**config.mk**
```make
export PLATFORM = sky130hd
export DESIGN_NAME = ocfr_core
export DESIGN_NICKNAME = d
export VERILOG_FILES = /design/src/rtl/ocfr_pkg.sv /design/src/rtl/ocfr_core.sv
export SDC_FILE = /design/constraint.sdc
export NUM_CORES = 1
export LEC_CHECK = 0
export BUFFER_PORTS_ARGS = -buffer_cell sky130_fd_sc_hd__buf_2
export CAP_MARGIN = 20
export CORE_MARGIN = 10
export CORE_UTILIZATION = 62
export CTS_BUF_LIST = sky130_fd_sc_hd__clkbuf_4 sky130_fd_sc_hd__clkbuf_8
export DETAILED_ROUTE_END_ITERATION = 16
export PLACE_DENSITY = 0.95
export RECOVER_POWER = 50
export SYNTH_ARGS = -nofsm -noshare
export SYNTH_HDL_FRONTEND = slang
export SYNTH_SLANG_ARGS = --single-unit
```
**constraint.sdc**
```tcl
create_clock -name sys_clk -period 3.4 [get_ports sys_clk]
set_input_delay 1.02 -clock sys_clk [delete_from_list [all_inputs] [get_ports sys_clk]]
set_output_delay 1.02 -clock sys_clk [all_outputs]
set_load 0.02 [all_outputs]
```
**src/rtl/ocfr_pkg.sv**
```systemverilog
// package for the output current fault response block
// assumes one 100 MHz clock and registers loaded from the command decoder
package ocfr_pkg;
    // channel count and response byte field positions
    localparam int NUM_CH = 4;
    localparam int ACT_MSB = 7;
    localparam int ACT_LSB = 6;
    localparam int RST_MSB = 5;
    localparam int RST_LSB = 3;
    localparam int DLY_MSB = 2;
    localparam int DLY_LSB = 0;
    // reset values of the response bytes and retry count
    localparam logic [7:0] OC_RESP_RST = 8'h00;
    localparam logic [7:0] UC_RESP_RST = 8'h00;
    localparam logic [2:0] RETRY_CNT_RST = 3'h0;
    // action encodings
    localparam logic [1:0] ACT_IGNORE0 = 2'h0;
    localparam logic [1:0] ACT_IGNORE1 = 2'h1;
    localparam logic [1:0] ACT_DELAYED = 2'h2;
    localparam logic [1:0] ACT_IMMEDIATE = 2'h3;
    // supervisor sample period, in ns, and clock period in ns
    localparam int SAMPLE_NS = 12200;
    localparam int CLK_NS = 10;
    // longest-time style count: round down, at least one cycle
    localparam int SAMPLE_CYC = (SAMPLE_NS / CLK_NS) < 1 ? 1 :
                                (SAMPLE_NS / CLK_NS);
    // status bit positions in the per-channel status_iout image
    localparam int IOUT_OC_BIT = 7;
    localparam int IOUT_UC_BIT = 4;
    // status_byte / status_word summary bit positions
    localparam int SB_IOUT_OC_BIT = 4;
    localparam int SW_IOUT_BIT = 14;

    // per-channel fault response byte split into fields
    typedef struct packed {
        logic [1:0] action;
        logic [2:0] restart;
        logic [2:0] deglitch;
    } ocfr_resp_t;

    // channel-side controls toward the sequencer
    typedef struct packed {
        logic shutdown_now;
        logic sequence_off;
        logic restart_req;
    } ocfr_chan_cmd_t;
endpackage
```
**src/rtl/ocfr_core.sv**
```systemverilog
// over-current and under-current fault response for four channels
// assumes fault flags come from the fast supervisor in sys_clk domain,
// sequencer and retry timer outside; registers written by command decoder
`timescale 1ns/1ps

// Operation
// - fault sets status word, iout bits; status byte bit on over-current only
// - any current fault pulls alert low
// - action 00b or 01b keeps channel running
// - no current clamping, report only
// - action 10b acts after delay if persisting
// - shutdown is immediate or sequenced per track
// - after shutdown follow restart field
// - restart 000b never restarts, stays off
// - nonzero restart retries up to global count
// - off command, bias loss, other fault stop
// - restart setting taken at off-then-on; code uses the field read at the trip
// - low field is deglitch sample count
// - zero delay field adds no deglitch
// - nonzero field deglitches that many samples
// - clear faults resets status, not latch
// - latch cleared by control, operation, bias
module ocfr_core
    import ocfr_pkg::*;
#(
    parameter int CH = NUM_CH,
    parameter int SAMPLE_CYCLES = SAMPLE_CYC
) (
    // clock and reset
    input wire logic sys_clk,
    input wire logic rst,
    // register writes from the command decoder
    input wire logic resp_wr,
    input wire logic resp_is_uc,
    input wire logic [1:0] resp_page,
    input wire logic [7:0] resp_wdata,
    input wire logic [2:0] retry_count,
    // supervisor fault flags
    input wire logic [CH-1:0] oc_fault_raw,
    input wire logic [CH-1:0] uc_fault_raw,
    // channel state and clearing events
    input wire logic [CH-1:0] track_en,
    input wire logic [CH-1:0] chan_on_cmd,
    input wire logic [CH-1:0] other_fault_off,
    input wire logic [CH-1:0] retry_tick,
    input wire logic bias_sense_input,
    input wire logic clear_faults,
    // register read back
    output logic [7:0] overcurrent_fault_response [CH],
    output logic [7:0] undercurrent_fault_response [CH],
    // status images
    output logic [7:0] status_iout_q [CH],
    output logic [7:0] status_byte_q,
    output logic [15:0] status_word_q,
    // host alert, active low
    output logic host_alert_n,
    // channel controls
    output ocfr_chan_cmd_t chan_cmd_q [CH],
    output logic [CH-1:0] faulted_off_q
);
    // sample tick counter shared by all deglitch counters
    logic [15:0] tick_cnt_q;
    logic sample_tick;
    assign sample_tick = (tick_cnt_q == 16'(SAMPLE_CYCLES - 1));

    // free running sample tick generator
    always_ff @(posedge sys_clk) begin
        if (rst || sample_tick) begin
            tick_cnt_q <= 16'h0000;
        end else begin
            tick_cnt_q <= tick_cnt_q + 16'h0001;
        end
    end

    // response byte storage, one pair per channel
    ocfr_resp_t oc_q [CH];
    ocfr_resp_t uc_q [CH];

    // register writes land only in the addressed channel's byte
    always_ff @(posedge sys_clk) begin
        for (int i = 0; i < CH; i++) begin
            if (rst) begin
                oc_q[i] <= OC_RESP_RST;
                uc_q[i] <= UC_RESP_RST;
            end else if (resp_wr && resp_page == 2'(i)) begin
                if (resp_is_uc) begin
                    uc_q[i] <= resp_wdata;
                end else begin
                    oc_q[i] <= resp_wdata;
                end
            end
        end
    end

    // read back is registered so outputs stay flop driven
    always_ff @(posedge sys_clk) begin
        for (int i = 0; i < CH; i++) begin
            overcurrent_fault_response[i] <= oc_q[i];
            undercurrent_fault_response[i] <= uc_q[i];
        end
    end

    // per-channel per-type deglitch counters and qualified faults
    logic [2:0] oc_dg_q [CH];
    logic [2:0] uc_dg_q [CH];
    logic [CH-1:0] oc_qual;
    logic [CH-1:0] uc_qual;
    logic [CH-1:0] oc_trip;
    logic [CH-1:0] uc_trip;
    logic [CH-1:0] any_trip;

    // a fault is qualified once it has lasted the delay field in samples
    always_comb begin
        for (int i = 0; i < CH; i++) begin
            oc_qual[i] = oc_fault_raw[i] &&
                (oc_q[i].deglitch == 3'h0 ||
                 oc_dg_q[i] >= oc_q[i].deglitch);
            uc_qual[i] = uc_fault_raw[i] &&
                (uc_q[i].deglitch == 3'h0 ||
                 uc_dg_q[i] >= uc_q[i].deglitch);
            // 10b waits the delay, 11b acts on the raw fault at once
            oc_trip[i] = (oc_q[i].action == ACT_DELAYED && oc_qual[i]) ||
                (oc_q[i].action == ACT_IMMEDIATE && oc_fault_raw[i]);
            uc_trip[i] = (uc_q[i].action == ACT_DELAYED && uc_qual[i]) ||
                (uc_q[i].action == ACT_IMMEDIATE && uc_fault_raw[i]);
            any_trip[i] = oc_trip[i] || uc_trip[i];
        end
    end

    // count samples while the fault persists; a gap restarts it
    always_ff @(posedge sys_clk) begin
        for (int i = 0; i < CH; i++) begin
            if (rst || !oc_fault_raw[i]) begin
                oc_dg_q[i] <= 3'h0;
            end else if (sample_tick && oc_dg_q[i] != 3'h7) begin
                oc_dg_q[i] <= oc_dg_q[i] + 3'h1;
            end
            if (rst || !uc_fault_raw[i]) begin
                uc_dg_q[i] <= 3'h0;
            end else if (sample_tick && uc_dg_q[i] != 3'h7) begin
                uc_dg_q[i] <= uc_dg_q[i] + 3'h1;
            end
        end
    end

    // status: faults are flagged once qualified by the delay field, whatever the action;
    // the set wins over a same-cycle clear
    logic [CH-1:0] oc_flag;
    logic [CH-1:0] uc_flag;
    always_comb begin
        for (int i = 0; i < CH; i++) begin
            oc_flag[i] = oc_fault_raw[i] &&
                (oc_q[i].deglitch == 3'h0 || oc_dg_q[i] >= oc_q[i].deglitch);
            uc_flag[i] = uc_fault_raw[i] &&
                (uc_q[i].deglitch == 3'h0 || uc_dg_q[i] >= uc_q[i].deglitch);
        end
    end

    // status register updates
    always_ff @(posedge sys_clk) begin
        if (rst) begin
            status_byte_q <= 8'h00;
            status_word_q <= 16'h0000;
            host_alert_n <= 1'b1;
            for (int i = 0; i < CH; i++) begin
                status_iout_q[i] <= 8'h00;
            end
        end else begin
            if (clear_faults) begin
                status_byte_q <= 8'h00;
                status_word_q <= 16'h0000;
                host_alert_n <= 1'b1;
                for (int i = 0; i < CH; i++) begin
                    status_iout_q[i] <= 8'h00;
                end
            end
            for (int i = 0; i < CH; i++) begin
                if (oc_flag[i]) begin
                    status_iout_q[i][IOUT_OC_BIT] <= 1'b1;
                    status_byte_q[SB_IOUT_OC_BIT] <= 1'b1;
                end
                if (uc_flag[i]) begin
                    status_iout_q[i][IOUT_UC_BIT] <= 1'b1;
                end
            end
            if (|(oc_flag | uc_flag)) begin
                status_word_q[SW_IOUT_BIT] <= 1'b1;
                host_alert_n <= 1'b0;
            end
        end
    end

    // channel fault state machine
    typedef enum logic [1:0] {ST_RUN, ST_OFF, ST_WAIT} ocfr_state_t;
    ocfr_state_t st_q [CH];
    logic [2:0] restart_q [CH];
    logic [2:0] tries_q [CH];
    logic [CH-1:0] on_prev_q;
    logic bias_prev_q;

    // the output current is never clamped here: actions only
    // turn channels off or back on, limits stay a report level
    always_ff @(posedge sys_clk) begin
        // edge history follows the pins during reset too, so a pin
        // already high at release is not taken as a fresh rising edge
        bias_prev_q <= bias_sense_input;
        for (int i = 0; i < CH; i++) begin
            on_prev_q[i] <= chan_on_cmd[i];
            chan_cmd_q[i] <= '0;
            if (rst) begin
                st_q[i] <= ST_RUN;
                restart_q[i] <= 3'h0;
                tries_q[i] <= 3'h0;
                faulted_off_q[i] <= 1'b0;
            end else if ((chan_on_cmd[i] && !on_prev_q[i]) ||
                         (bias_sense_input && !bias_prev_q)) begin
                // off-then-on or bias cycle clears the latch and
                // picks up the restart field that now stands
                st_q[i] <= ST_RUN;
                faulted_off_q[i] <= 1'b0;
                tries_q[i] <= 3'h0;
                restart_q[i] <= any_trip[i] && uc_trip[i] && !oc_trip[i]
                    ? uc_q[i].restart : oc_q[i].restart;
            end else begin
                case (st_q[i])
                    ST_RUN: begin
                        // actions 00b and 01b fall through here
                        if (any_trip[i]) begin
                            chan_cmd_q[i].shutdown_now <= !track_en[i];
                            chan_cmd_q[i].sequence_off <= track_en[i];
                            faulted_off_q[i] <= 1'b1;
                            restart_q[i] <= oc_trip[i] ? oc_q[i].restart
                                                       : uc_q[i].restart;
                            st_q[i] <= ST_OFF;
                        end
                    end
                    ST_OFF: begin
                        if (restart_q[i] == 3'h0 ||
                            tries_q[i] >= retry_count) begin
                            st_q[i] <= ST_OFF;
                        end else begin
                            st_q[i] <= ST_WAIT;
                        end
                    end
                    ST_WAIT: begin
                        if (!chan_on_cmd[i] || !bias_sense_input ||
                            other_fault_off[i]) begin
                            st_q[i] <= ST_OFF;
                            tries_q[i] <= retry_count;
                        end else if (retry_tick[i]) begin
                            chan_cmd_q[i].restart_req <= 1'b1;
                            tries_q[i] <= tries_q[i] + 3'h1;
                            faulted_off_q[i] <= 1'b0;
                            st_q[i] <= ST_RUN;
                        end
                    end
                    default: st_q[i] <= ST_RUN;
                endcase
            end
        end
    end
endmodule

```
==> impl_metrics.py <==
metrics = {
    "status": {
        "outcome": "completed",
    },
    "critical_path": {
        "rr_startpoint": "tick_cnt_q[0]$_SDFF_PP0_",
        "worstPathRequired_ns": 3.68,
        "critPathMostFrequentCell": "clkbuf_1",
        "cp-start-kind": "primary input",
        "worst_r2r_endpoint": "uc_dg_q[3][0]$_SDFFCE_PN0P_",
        "path_class": "in -> reg",
        "crit_fanout": 21,
        "rr_worst_depth": 6,
        "max_stage_delay_ns": 0.89,
        "slowest_stage": "clkbuf_1",
        "reg2reg_slack_ns": 0.90,
        "worstPathCellList": "clkbuf_1 -> clkbuf_1 -> nor2_1 -> buf_4 -> and4b_1",
        "worstPathArrival_ns": 3.08,
        "crit_path_end_kind": "register",
    },
    "layout": {
        "final_area_um2": 11460,
        "seqCellArea_um2": 5846,
        "multi_input_area_um2": 3682,
        "fin_util": 0.7213,
        "most-common-layout-cells": "edfxtp_1, buf_2, dfxtp_1",
        "drive_gt1_frac": 0.1903,
        "final_common_cell": "edfxtp_1",
        "area_growth_pct": 14.16,
        "num-fill-cells": 1025,
        "nNetsFinal": 1102,
    },
    "worst_hold_path": {
        "hold_depth": 0,
        "hold_end": "undercurrent_fault_response[4]$_DFF_P_",
        "min_from": "uc_q[3][4]$_SDFFCE_PN0P_",
        "min_path_type": "reg -> reg",
    },
    "synthesis": {
        "netlist_instances": 833,
        "synth_cell_types": 78,
        "yosysWarnings": 0,
        "synth_area_um2": 10040,
        "synth-async-reset-ratio": 0,
        "synth_top_cell_by_area": "edfxtp_1",
        "synth_area_leaders": "edfxtp_1, dfxtp_1, ha_1, and2_1, buf_4",
        "yosysTopAreaCellShare": 0.3591,
        "ys_seq_elements": 232,
        "synth_area_per_cell_um2": 12.05,
        "seq_area_frac_synth": 0.5825,
        "synth_ff_type": "edfxtp_1",
        "synth_edf_count": 120,
    },
    "global_routing": {
        "grt_antenna_before_repair": 2,
        "grt_pass1_wl_um": 40040,
        "overflow": 0,
        "grt_pass1_vias": 7407,
        "grt_max_degree": 22,
        "gr-usage-all-layers": 0.2294,
    },
    "route": {
        "first_iter_violations": 621,
        "drc": 0,
        "drt_first_pass_iters": 5,
        "wire_per_inst_um": 20.52,
        "wirelength_um": 25590,
        "avgViaCountPerCell": 5.758,
        "ant_nets": 0,
        "dr_total_vias": 7180,
    },
    "cts": {
        "clk_latency_ns": 0.54,
        "cts_sinks": 232,
        "postCtsResizedCells": 0,
        "path_clk_slew_ns": 0.06,
        "cts_root_buffer": "clkbuf_8",
        "numCtsBuffers": 37,
        "cts_tree": "done",
        "hold_buffers": 0,
        "cts_max_level": 2,
        "clockBufferDepth": 3,
        "postCtsSetupRepairBufs": 0,
    },
    "sta": {
        "finClkSkew_ns": 0.02016,
        "whs_ns": 0.3686,
        "rsz0062_at_grt": "no",
        "fin_crit_sh": 0.8255,
        "maxSlewHeadroom": 0.2462,
        "fin_ws_ns": 0.5934,
        "drv_slew": 0,
        "setup_tns_ns": 0,
        "finalHoldViolations": 0,
        "fmax_ghz": 0.3563,
        "finalSetupViolCount": 0,
        "tightest_slew_ns": 1.131,
        "period_needed_ns": 2.807,
    },
    "power": {
        "power_density_nw_per_um2": 560.1,
        "power.leakage_nw": 4.908,
        "ir_worst_vdd_v": 0.0002599,
    },
    "die": {
        "initial_core_util": 0.6318,
        "dieArea_um2": 21680,
        "fp.dieH_um": 147.2,
        "die_w_um": 147.2,
        "core_region_area_um2": 15890,
        "ios": 180,
        "row_count": 46,
    },
    "place": {
        "placed_area_um2": 10760,
        "dp_hpwl_um": 17830,
        "port_buffers": 133,
        "dpl_worst_slack_ns": 0.3989,
        "routabilityCongestion": 0.8944,
    },
    "flow_run": {
        "drv_cap": 0,
    },
}
-- worst max path at each step --
| stage | start | end | slack (ns) | cells past startpoint |
|---|---|---|---|---|
| after floorplan | resp_page[0] | oc_q[0][0]$_SDFFCE_PN0P_ | 0.85 | 2 |
| after global placement | resp_page[0] | uc_q[0][6]$_SDFFCE_PN0P_ | 0.48 | 3 |
| after detailed placement | resp_page[0] | uc_q[0][2]$_SDFFCE_PN0P_ | 0.40 | 3 |
| after CTS | resp_page[0] | uc_q[0][0]$_SDFFCE_PN0P_ | 0.92 | 3 |
| after global routing | rst | oc_dg_q[3][1]$_SDFFCE_PN0P_ | 0.53 | 5 |
| final | rst | uc_dg_q[3][2]$_SDFFCE_PN0P_ | 0.59 | 5 |
-- synth_stat cells (3+ instances only) --
cell       instances
edfxtp_1         120
dfxtp_1          112
and2_1            69
ha_1              57
nor2_1            51
inv_1             50
buf_4             46
nand2_1           37
o21ai_0           20
a21oi_1           19
nand2b_1          18
and4b_1           16
nor3_1            16
nand3_1           14
o211ai_1          14
or3_1             11
xor2_1            11
a22o_1            10
o21ai_1            9
and3_1             8
clkbuf_1           7
xnor2_1            7
mux2i_1            6
nand4_1            6
buf_2              5
a21o_1             4
and4_1             4
and4bb_1           4
nand3b_1           4
nor3b_1            4
nor4bb_1           4
a221oi_1           3
nor3b_2            3
nor4_1             3
o2111ai_1          3
o311ai_0           3
-- cells by family after synthesis --
group	Yosys count	share of synthesized area
buffers and inverters	111	0.06009
other	1	0.0003737
AND/OR/NAND/NOR	290	0.1747
adder cells (fa/ha/maj)	57	0.07106
XOR/XNOR	18	0.01571
AO/OA/AOI/OAI	118	0.08964
multiplexers	6	0.005985
flip-flops	232	0.5825
-- power breakdown --
group          total, mW  internal (mW)  switching, mW
clock network       2.42           1.36           1.06
logic              0.714          0.227          0.487
registers           3.28           3.15          0.130
-- worst max-delay path, delay by kind of cell --
family	cells	cell delay, ns
buffers and inverters	3	1.53
AND/OR/NAND/NOR	2	0.51
-- per-stage QoR --
stage | instances | total power, mW
finish | 1247 | 6.417
global route | 1247 | 6.649
CTS | 1239 | 6.439
detailed placement | 1172 | 4.039
global placement | 1171 | 3.996
floorplan | 878 | 3.800
-- state kept, by name (all words and copies together) (netlist names), 8 cells and up --
signal and count:
uc_dg_q 12, uc_q 32, status_iout_q 8, restart_q 12, tries_q 12, chan_cmd_q 12
oc_q 32, overcurrent_fault_response 32, tick_cnt_q 16, undercurrent_fault_response 32, st_q 8, oc_dg_q 12
-- layer usage --
layer | vias up | wire length (um) | global-route usage
met2 | 407 | 12340 | 0.3794
met5 | - | 13 | 0
met3 | 86 | 2436 | 0.06235
li1 | 3255 | - | -
met4 | 2 | 1090 | 0.1145
met1 | 3430 | 9708 | 0.2698
-- cell type report --
type,count,area share
multi-input cells,535,0.3214
inverters,51,0.01671
flip-flops and latches,232,0.5102
well taps,216,0.02359
clock buffers,61,0.06399
repair buffers,145,0.06094
diodes,1,0.0002184
clock inverters,6,0.002949
Note: power is estimated with default switching activity, not from simulation.
